## src/common/wetting_cfg_pkg.sv

```systemverilog
// Operation
// - Codes 0-4 give off,1,2,5,10mA; 5-7 give 15mA; shared fields drive pairs.
// - Duration field bits 6-4 gives a cleaning pulse of 64us times code plus one.
// - Bits 3-0 pick 10mA or 15mA cleaning pulse current per group of six inputs.
// - Upper-input level register at 0x1e resets to zero.
// - Cleaning-pulse configuration register at 0x1f resets to zero.
// - Per-input cleaning-pulse enable register at 0x20 resets to zero.
// - Each enable bit set activates cleaning-pulse current on its input.
// - Select bit 0 means current source, 1 means sink; picks the auto-scale disable.
package wetting_cfg_pkg;

  // ****************************************
  // Register map
  // ****************************************
  localparam logic [5:0]  UPPER_LEVEL_OFFSET  = 6'h1e;
  localparam logic [5:0]  PULSE_CONFIG_OFFSET = 6'h1f;
  localparam logic [5:0]  PULSE_ENABLE_OFFSET = 6'h20;
  localparam logic [23:0] REG_RESET_VALUE     = 24'h000000;
  localparam logic [23:0] UPPER_LEVEL_MASK    = 24'h7fffff;
  localparam logic [23:0] PULSE_CONFIG_MASK   = 24'h00007f;
  localparam logic [23:0] PULSE_ENABLE_MASK   = 24'hffffff;

  // ****************************************
  // Field positions
  // ****************************************
  localparam int SINK_AUTOSCALE_DISABLE_BIT   = 22;
  localparam int SOURCE_AUTOSCALE_DISABLE_BIT = 21;
  localparam int DURATION_LSB                 = 4;
  localparam int LEVEL_FIELD_WIDTH            = 3;
  localparam int COVERED_INPUTS               = 12;
  localparam int FIRST_COVERED_INPUT          = 12;
  localparam int GROUP_SIZE                   = 6;

  // ****************************************
  // Timing
  // ****************************************
  localparam int CLK_FREQ_MHZ        = 100;
  localparam int PULSE_UNIT_US       = 64;
  localparam int PULSE_UNIT_CYCLES   = PULSE_UNIT_US * CLK_FREQ_MHZ;

  // ****************************************
  // Normalised current levels
  // ****************************************
  typedef enum logic [2:0] {
    LEVEL_OFF  = 3'h0,
    LEVEL_1MA  = 3'h1,
    LEVEL_2MA  = 3'h2,
    LEVEL_5MA  = 3'h3,
    LEVEL_10MA = 3'h4,
    LEVEL_15MA = 3'h5
  } level_type;

  typedef enum logic [1:0] {
    PULSE_IDLE = 2'h0,
    PULSE_RUN  = 2'h1
  } pulse_state_type;

  // Codes above 4 collapse to 15mA
  function automatic level_type decode_level(input logic [2:0] code);
    decode_level = (code > 3'h4) ? LEVEL_15MA : level_type'(code);
  endfunction

  // Level field index serving covered input j
  function automatic int field_of(input int j);
    field_of = (j < 10) ? (j / 2) : (j - 5);
  endfunction

endpackage

```

## src/hdl/wetting_current_config_regs.sv

```systemverilog
`timescale 1ns/100ps
module wetting_current_config_regs #(
  parameter int PULSE_UNIT_CYCLES = wetting_cfg_pkg::PULSE_UNIT_CYCLES
) (
  // Clock and reset
  input  wire logic        i_sys_clk,
  input  wire logic        i_reset_n,
  // Register access from serial frame decoder
  input  wire logic [5:0]  i_reg_addr,
  input  wire logic        i_reg_wr,
  input  wire logic [23:0] i_reg_wdata,
  input  wire logic        i_reg_rd,
  output logic      [23:0] o_reg_rdata,
  // Switch state for inputs 12 to 23
  input  wire logic        i_continuous_mode,
  input  wire logic [11:0] i_switch_closed,
  input  wire logic [11:0] i_sink_select,
  // Cleaning pulse trigger
  input  wire logic        i_pulse_start,
  // Current control
  output logic      [35:0] o_wetting_level,
  output logic      [23:0] o_pulse_active,
  output logic      [23:0] o_pulse_level_15ma,
  output logic             o_pulse_busy
);

  // ****************************************
  // Register file
  // ****************************************
  logic [23:0] upper_q;
  logic [23:0] upper_d;
  logic [23:0] pcfg_q;
  logic [23:0] pcfg_d;
  logic [23:0] pen_q;
  logic [23:0] pen_d;
  logic [23:0] rdata_d;

  always_comb begin
    upper_d = upper_q;
    pcfg_d  = pcfg_q;
    pen_d   = pen_q;
    rdata_d = o_reg_rdata;
    if (i_reg_wr) begin
      unique case (i_reg_addr)
        wetting_cfg_pkg::UPPER_LEVEL_OFFSET:  upper_d = i_reg_wdata & wetting_cfg_pkg::UPPER_LEVEL_MASK;
        wetting_cfg_pkg::PULSE_CONFIG_OFFSET: pcfg_d  = i_reg_wdata & wetting_cfg_pkg::PULSE_CONFIG_MASK;
        wetting_cfg_pkg::PULSE_ENABLE_OFFSET: pen_d   = i_reg_wdata & wetting_cfg_pkg::PULSE_ENABLE_MASK;
        default: ;
      endcase
    end
    if (i_reg_rd) begin
      unique case (i_reg_addr)
        wetting_cfg_pkg::UPPER_LEVEL_OFFSET:  rdata_d = upper_q;
        wetting_cfg_pkg::PULSE_CONFIG_OFFSET: rdata_d = pcfg_q;
        wetting_cfg_pkg::PULSE_ENABLE_OFFSET: rdata_d = pen_q;
        default:                              rdata_d = 24'h000000;
      endcase
    end
  end

  always_ff @(posedge i_sys_clk) begin
    if (!i_reset_n) begin
      upper_q     <= wetting_cfg_pkg::REG_RESET_VALUE;
      pcfg_q      <= wetting_cfg_pkg::REG_RESET_VALUE;
      pen_q       <= wetting_cfg_pkg::REG_RESET_VALUE;
      o_reg_rdata <= 24'h000000;
    end else begin
      upper_q     <= upper_d;
      pcfg_q      <= pcfg_d;
      pen_q       <= pen_d;
      o_reg_rdata <= rdata_d;
    end
  end

  // ****************************************
  // Wetting level with auto-scaling
  // ****************************************
  wire logic [35:0] level_d;

  for (genvar j = 0; j < wetting_cfg_pkg::COVERED_INPUTS; j++) begin : g_level
    localparam int FLSB = wetting_cfg_pkg::field_of(j) * wetting_cfg_pkg::LEVEL_FIELD_WIDTH;
    wetting_cfg_pkg::level_type raw;
    logic                       scale_off;
    logic [2:0]                 lvl;
    always_comb begin
      raw       = wetting_cfg_pkg::decode_level(upper_q[FLSB +: 3]);
      scale_off = i_sink_select[j] ? upper_q[wetting_cfg_pkg::SINK_AUTOSCALE_DISABLE_BIT]
                                   : upper_q[wetting_cfg_pkg::SOURCE_AUTOSCALE_DISABLE_BIT];
      lvl       = raw;
      if (i_continuous_mode && i_switch_closed[j] && !scale_off &&
          (raw == wetting_cfg_pkg::LEVEL_10MA || raw == wetting_cfg_pkg::LEVEL_15MA)) begin
        lvl = wetting_cfg_pkg::LEVEL_2MA;
      end
    end
    assign level_d[3*j +: 3] = lvl;
  end

  // ****************************************
  // Cleaning pulse timer
  // ****************************************
  wetting_cfg_pkg::pulse_state_type state_q;
  wetting_cfg_pkg::pulse_state_type state_d;
  logic [12:0] cyc_q;
  logic [12:0] cyc_d;
  logic [2:0]  units_q;
  logic [2:0]  units_d;
  logic [23:0] active_d;
  logic [23:0] plevel_d;

  always_comb begin
    state_d = state_q;
    cyc_d   = cyc_q;
    units_d = units_q;
    unique case (state_q)
      wetting_cfg_pkg::PULSE_IDLE: begin
        if (i_pulse_start) begin
          state_d = wetting_cfg_pkg::PULSE_RUN;
          cyc_d   = 13'h0000;
          units_d = pcfg_q[wetting_cfg_pkg::DURATION_LSB +: 3];
        end
      end
      wetting_cfg_pkg::PULSE_RUN: begin
        if (cyc_q == 13'(PULSE_UNIT_CYCLES - 1)) begin
          cyc_d = 13'h0000;
          if (units_q == 3'h0) begin
            state_d = wetting_cfg_pkg::PULSE_IDLE;
          end else begin
            units_d = units_q - 3'h1;
          end
        end else begin
          cyc_d = cyc_q + 13'h0001;
        end
      end
      default: state_d = wetting_cfg_pkg::PULSE_IDLE;
    endcase
    for (int k = 0; k < 24; k++) begin
      active_d[k] = (state_d == wetting_cfg_pkg::PULSE_RUN) && pen_q[k];
      plevel_d[k] = pcfg_q[k / wetting_cfg_pkg::GROUP_SIZE];
    end
  end

  always_ff @(posedge i_sys_clk) begin
    if (!i_reset_n) begin
      state_q            <= wetting_cfg_pkg::PULSE_IDLE;
      cyc_q              <= 13'h0000;
      units_q            <= 3'h0;
      o_wetting_level    <= 36'h000000000;
      o_pulse_active     <= 24'h000000;
      o_pulse_level_15ma <= 24'h000000;
      o_pulse_busy       <= 1'b0;
    end else begin
      state_q            <= state_d;
      cyc_q              <= cyc_d;
      units_q            <= units_d;
      o_wetting_level    <= level_d;
      o_pulse_active     <= active_d;
      o_pulse_level_15ma <= plevel_d;
      o_pulse_busy       <= (state_d == wetting_cfg_pkg::PULSE_RUN);
    end
  end

  // ****************************************
  // Checks
  // ****************************************
  logic [15:0] busy_len_q;
  logic [2:0]  dur_at_start_q;

  always_ff @(posedge i_sys_clk) begin
    if (!i_reset_n) begin
      busy_len_q     <= 16'h0000;
      dur_at_start_q <= 3'h0;
    end else begin
      busy_len_q <= o_pulse_busy ? busy_len_q + 16'h0001 : 16'h0000;
      if (state_q == wetting_cfg_pkg::PULSE_IDLE && i_pulse_start) begin
        dur_at_start_q <= pcfg_q[wetting_cfg_pkg::DURATION_LSB +: 3];
      end
    end
  end
endmodule // wetting_current_config_regs

```

## config.mk

```make
export PLATFORM = sky130hd
export DESIGN_NAME = wetting_current_config_regs
export DESIGN_NICKNAME = d
export VERILOG_FILES = /design/src/common/wetting_cfg_pkg.sv /design/src/hdl/wetting_current_config_regs.sv
export SDC_FILE = /design/constraint.sdc
export NUM_CORES = 1
export LEC_CHECK = 0
export BUFFER_PORTS_ARGS = -buffer_cell sky130_fd_sc_hd__buf_2
export CORE_MARGIN = 4
export CORE_UTILIZATION = 55
export CTS_CLUSTER_SIZE = 12
export DETAILED_ROUTE_END_ITERATION = 12
export GPL_TIMING_DRIVEN = 1
export PLACE_DENSITY = 0.8
export SLEW_MARGIN = 20
export SYNTH_ARGS = -nofsm -noshare
export SYNTH_HDL_FRONTEND = slang
export SYNTH_SLANG_ARGS = --single-unit
```

## constraint.sdc

```tcl
create_clock -name i_sys_clk -period 4.2 [get_ports i_sys_clk]
set_input_delay 0.42 -clock i_sys_clk [delete_from_list [all_inputs] [get_ports i_sys_clk]]
set_output_delay 0.42 -clock i_sys_clk [all_outputs]
set_load 0.01 [all_outputs]
```

Word level (Yosys, flattened, before mapping)
Index checks and enable logic that the tools add are counted.
{"block": "totals", "register_bits": 176, "input_bits": 60}
{"block": "classes", "n_addsub": 2, "magnitude_cmp": 7, "n_eq_ne": 23, "mux": 43, "bitwise_logic": 1, "reduce_logical": 99}
{"operator": "24-bit one-hot mux with 3 select lines", "count": 1}
{"operator": "1-bit logical AND", "count": 60}
{"operator": "3-bit == test, second input constant", "count": 14}
{"operator": "2-bit two-way mux", "count": 15}
{"operator": "3-bit two-way mux", "count": 10}
{"operator": "13-bit two-way mux", "count": 2}
{"operator": "13-bit one-hot mux with 2 select lines", "count": 1}
{"operator": "2-bit OR reduction", "count": 12}
{"operator": "3-bit greater-than comparator, second input constant", "count": 7}
{"operator": "13-bit by 1-bit adder with 13-bit output, second input constant", "count": 1}
{"operator": "13-bit == test, second input constant", "count": 1}
{"operator": "6-bit by 5-bit == test with 1-bit output, second input constant", "count": 2}
{"operator": "1-bit zero test", "count": 12}
{"operator": "1-bit two-way mux", "count": 12}
{"operator": "2-bit AND reduction", "count": 4}
{"operator": "1-bit logical OR", "count": 7}
{"operator": "6-bit == test, second input constant", "count": 1}
{"operator": "2-bit inequality test, second input constant", "count": 3}
{"operator": "3-bit one-hot mux with 2 select lines", "count": 1}
{"operator": "2-bit by 1-bit == test with 1-bit output, second input constant", "count": 2}
{"operator": "2-bit one-hot mux with 2 select lines", "count": 1}
{"operator": "4-bit AND reduction", "count": 1}
{"operator": "3-bit zero test", "count": 1}
{"operator": "3-bit by 1-bit subtractor with 3-bit output, second input constant", "count": 1}
{"operator": "3 further kinds", "count": 3}

Depth between registers and ports, before layout
{"block": "logic_depth", "depth_word": 6, "mapped_depth": 7, "depth_no_buf": 6}

Worst setup path after synthesis
OpenSTA, ideal clock, no wires.
{"block": "synth_timing", "path_kind": "input to register", "startpoint": "in i_reg_addr[4]", "endpoint": "reg pen_q[10]", "arrival_ns": 1.831, "slack_ns": 2.237, "path_stages": 6, "path_cell_list": "or4b_1 > or4b_1 > buf_2 > buf_6 > nand2_1 > a21oi_1"}
{"block": "synth_via", "elab_chain_len": 2}
{"element": "start: declaration", "line_no": "wetting_current_config_regs.sv:9", "rtl": "input wire logic [5:0] i_reg_addr,"}
{"element": "6-bit == test", "line_no": "wetting_current_config_regs.sv:44", "rtl": "unique case (i_reg_addr)"}
{"element": "2-bit AND reduction (no source line)"}
{"element": "end signal: assignment", "line_no": "wetting_current_config_regs.sv:65", "rtl": "pen_q <= wetting_cfg_pkg::REG_RESET_VALUE;"}
{"element": "end signal: assignment", "line_no": "wetting_current_config_regs.sv:70", "rtl": "pen_q <= pen_d;"}
{"element": "end: declaration", "line_no": "wetting_current_config_regs.sv:34", "rtl": "logic [23:0] pen_q;"}
No other way between the ends.
A chain may end at the register's enable or synchronous reset.

Final worst setup path
{"block": "layout_timing", "startpoint": "reg cyc_q[0]", "endpoint": "reg o_pulse_active[14]"}
{"block": "layout_via", "elab_chain_len": 5}
{"element": "start: declaration", "line_no": "wetting_current_config_regs.sv:103", "rtl": "logic [12:0] cyc_q;"}
{"element": "start signal: assignment", "line_no": "wetting_current_config_regs.sv:153", "rtl": "cyc_q <= cyc_d;"}
{"element": "13-bit == test", "line_no": "wetting_current_config_regs.sv:123", "rtl": "if (cyc_q == 13'(PULSE_UNIT_CYCLES - 1)) begin"}
{"element": "2-bit two-way mux", "line_no": "wetting_current_config_regs.sv:123"}
{"element": "2-bit one-hot mux with 2 select lines", "line_no": "wetting_current_config_regs.sv:114", "rtl": "unique case (state_q)"}
{"element": "2-bit by 1-bit == test with 1-bit output", "line_no": "wetting_current_config_regs.sv:137", "rtl": "active_d[k] = (state_d == wetting_cfg_pkg::PULSE_RUN) && pen_q[k];"}
{"element": "1-bit logical AND", "line_no": "wetting_current_config_regs.sv:137"}
{"element": "end signal: assignment", "line_no": "wetting_current_config_regs.sv:156", "rtl": "o_pulse_active <= active_d;"}
{"element": "end: declaration", "line_no": "wetting_current_config_regs.sv:22", "rtl": "output logic [23:0] o_pulse_active,"}
No other way between the ends.

==> results by group <==
Status
  • Status: completed

Layout
  • Final cell count without fillers: between 900 and 1000
  • Final Util: roughly two thirds
  • Nets: 891
  • ANT cells: 0
  • Layout Area Growth over Synthesis: 21.1%
  • Fraction of layout cells with a size suffix above 1: 25.1%

Timing
  • Period minus WS final: about 2.4 ns
  • Slew HR: between 20 and 30%
  • RSZ-0062 raised after global routing: no
  • Final cycle utilization of the critical path: a little under three fifths
  • Endpoints failing setup: 0
  • Max Fclk: between 400 and 500 MHz
  • Setup Skew: between 0.006 and 0.007 ns
  • Final Hold Vio Count: 0
  • Setup TNS: 0 ns
  • Final Max Tran Viols: 0
  • Tightest Pin Transition: between 1 and 1.5 ns

Critical path
  • Worst R2R Start: cyc_q[0]
  • CP Launch Point: cyc_q[0]
  • R2R cell count: 5
  • Arrival @ worst endpoint: between 2 and 3 ns
  • FF-to-FF End: o_pulse_active[14]
  • Worst-path fanout max: 25
  • WS Path Type: flip-flop to flip-flop
  • Required @ worst endpoint: approximately 4.6 ns
  • Worst setup EP type: flip-flop
  • Startpoint types: flip-flop
  • CP endpoint: o_pulse_active[14]
  • Flop2flop setup slack: between 1.5 and 2 ns

Power and ir drop
  • Clock power share: between 40% and 50%
  • Seq pwr share: 48.1%
  • Internal: 2.49 mW
  • Pwr per Cell Area: roughly 430 nW/µm²
  • Comb power frac: under 10%
  • Switching Fraction: 23.0%
  • Worst VDD drop: around 260 µV
  • LEAKAGE: 3.19 nW
  • Total net switching power: 0.742 mW

Placement
  • PortBufs: ~170
  • Inst Count DP: 949
  • Routability Congestion: ~0.84
  • Dpl hpwl: roughly 11000 µm

Clock network
  • H-tree levels: 4
  • Num CTS Buffers: 17
  • CTS clk-pin slew, worst paths: 0.06 ns
  • Postcts setup bufs: 0
  • Root Buffer: clkbuf_16
  • TritonCTS clock tree: built
  • Max Buffers Root-to-Sink: 2
  • Hold_buf cts: 0
  • Clk_lat worst skew: roughly 0.42 ns
  • Clock Sinks: 161
  • Resize count post-CTS: 0

Synth
  • Mean Syn Cell Area: between 8 and 9 µm²
  • Synth area leader: dfxtp_1
  • Ranking of synthesized cells by area: dfxtp_1, a21oi_1, nand2_1
  • Cells after Synth: a little over 700
  • Register bit total from synthesis: between 150 and 200
  • Commonest cells post-synth: dfxtp_1, nand2_1, a21oi_1
  • Number of synthesized flops with an enable pin: 0
  • Top-count cell post-synth: dfxtp_1
  • Seq/Total Area, Yosys: between 50 and 60%
  • Cell variety after synth: 47
  • Synth Net Count: ~770
  • Post-synth top area share: slightly above 50%
  • Top FF cell, synth: dfxtp_1
  • Synth Warn #: 0
  • Post-synthesis cell area: a little over 6000 µm²
  • Post-synth ARST share: 0%

Die
  • Core area: around 11000 µm²
  • Initial core utilization: a little under three fifths
  • Ports: 169
  • Width of the die: approximately 110 µm
  • Die area: roughly 13000 µm²
  • Die height: about 110 µm
  • Row cnt: 38

Routing
  • Via count: ~5700
  • Starting DRC count in detailed routing: a little over 400
  • Number of remaining DRC errors: 0
  • Total iterations of the first detailed-routing run: 5
  • WL final: 16500 µm
  • Antenna viol nets, final: 0
  • Routed len/inst: around 17 µm
  • DR vias/cell: ~5.8

Global routing
  • Initial antenna violation count: 0
  • Largest net degree at the start of global routing: 83
  • GR Util All Layers: 25.3%
  • Gr ovfl total: 0
  • Global-route wire length before repair: 26600 µm
  • Vias in the first global route: 5547

Min path
  • Tightest Hold Check Type: primary input to flip-flop

Flow run
  • Max Cap Violations: 0
-- logic make-up (layout without fill, tap and decap cells) --
| family | Yosys count | count (layout) | share of synthesized area, % |
|---|---|---|---|
| simple gates | 293 | 293 | 23.4 |
| flops | 161 | 161 | 52.0 |
| compound gates | 152 | 152 | 14.6 |
| buf+inv | 76 | 212 | 6.32 |
| mux | 13 | 13 | 2.10 |
| xor+xnor | 6 | 6 | 0.848 |
| fa+ha+maj | 3 | 3 | 0.606 |
| other cells | 1 | 1 | 0.0605 |
-- flip-flops by register name (all words and copies together) (netlist names) --
name,flops
o_pulse_level_15ma,4
o_pulse_active,24
o_reg_rdata,24
upper_q,23
state_q,2
o_wetting_level,36
units_q,3
cyc_q,13
o_pulse_busy,1
pcfg_q,7
pen_q,24
-- metal layers --
metal  part of all wire, %  up-vias  GRT usage (%)  wire [µm]
li1                      -     2679              -          -
met1                    39     2705           29.6       6500
met2                    50      246           43.8       8200
met3                   8.1       51           5.81       1330
met4                   3.0        0           11.7        499
met5                     0        -              0          0
-- stage by stage --
step / hold WS (ns) / area [µm²] / setup WS [ns] / power (mW)
after floorplan: 0.444 / 6200 / 2.24 / 1.66
after global placement: 0.453 / 6910 / 1.70 / 1.72
after detailed placement: 0.460 / 6910 / 1.68 / 1.73
after CTS: 0.254 / 7500 / 1.74 / 3.24
after global routing: 0.259 / 7500 / 1.60 / 3.32
final: 0.264 / 7500 / 1.78 / 3.23
-- critical path, cell delays in order (launching register included) --
cell,delay (ns)
dfxtp_1,0.33
ha_1,0.30
and2_1,0.22
and4_1,0.31
a311oi_4,0.95
and2_1,0.24
-- cell usage in the layout (no fill, tap or decap), types with 5 or more instances in the layout --
cell        count
a21o_1          5
a21oi_1        78
a22oi_1        16
a41oi_1         8
and2_1         31
and4_1         13
buf_2         168
buf_4           5
clkbuf_16      17
clkinvlp_4      5
dfxtp_1       161
inv_1           6
inv_6           5
mux2i_1        13
nand2_1        93
nand2b_1        5
nand3_1        65
nand4_1        10
nor2_1         46
nor2b_1         7
nor3_1          6
o21ai_0        27
xor2_1          6
-- power by group through the flow --
stage / sequential (mW) / combinational, mW / clock [mW]
3_5_place_dp: 1.59 / 0.140 / 0
5_1_grt: 1.56 / 0.155 / 1.61
6_report: 1.56 / 0.142 / 1.53
4_1_cts: 1.56 / 0.141 / 1.54
2_1_floorplan: 1.59 / 0.0663 / 0
3_3_place_gp: 1.59 / 0.136 / 0
-- how the worst min path moves through the flow --
stage	cells past startpoint	start	to	slack, ns
floorplan	2	pen_q[10]	pen_q[10]	0.44
global route	3	i_reg_wdata[18]	upper_q[18]	0.26
CTS	3	i_reg_wdata[19]	upper_q[19]	0.25
global placement	2	pen_q[8]	pen_q[8]	0.45
finish	3	i_reg_wdata[15]	pen_q[15]	0.26
detailed placement	2	pen_q[7]	pen_q[7]	0.46
-- cell type report --
class | count | area, µm²
clock buffer | 18 | 439
inverter | 7 | 26.3
sequential | 161 | 3220
timing repair buffer | 173 | 878
multi-input combinational | 468 | 2610
fill | 879 | 3430
clock inverter | 14 | 151
tap | 140 | 175
No activity file was read; power rests on OpenSTA's default activity.
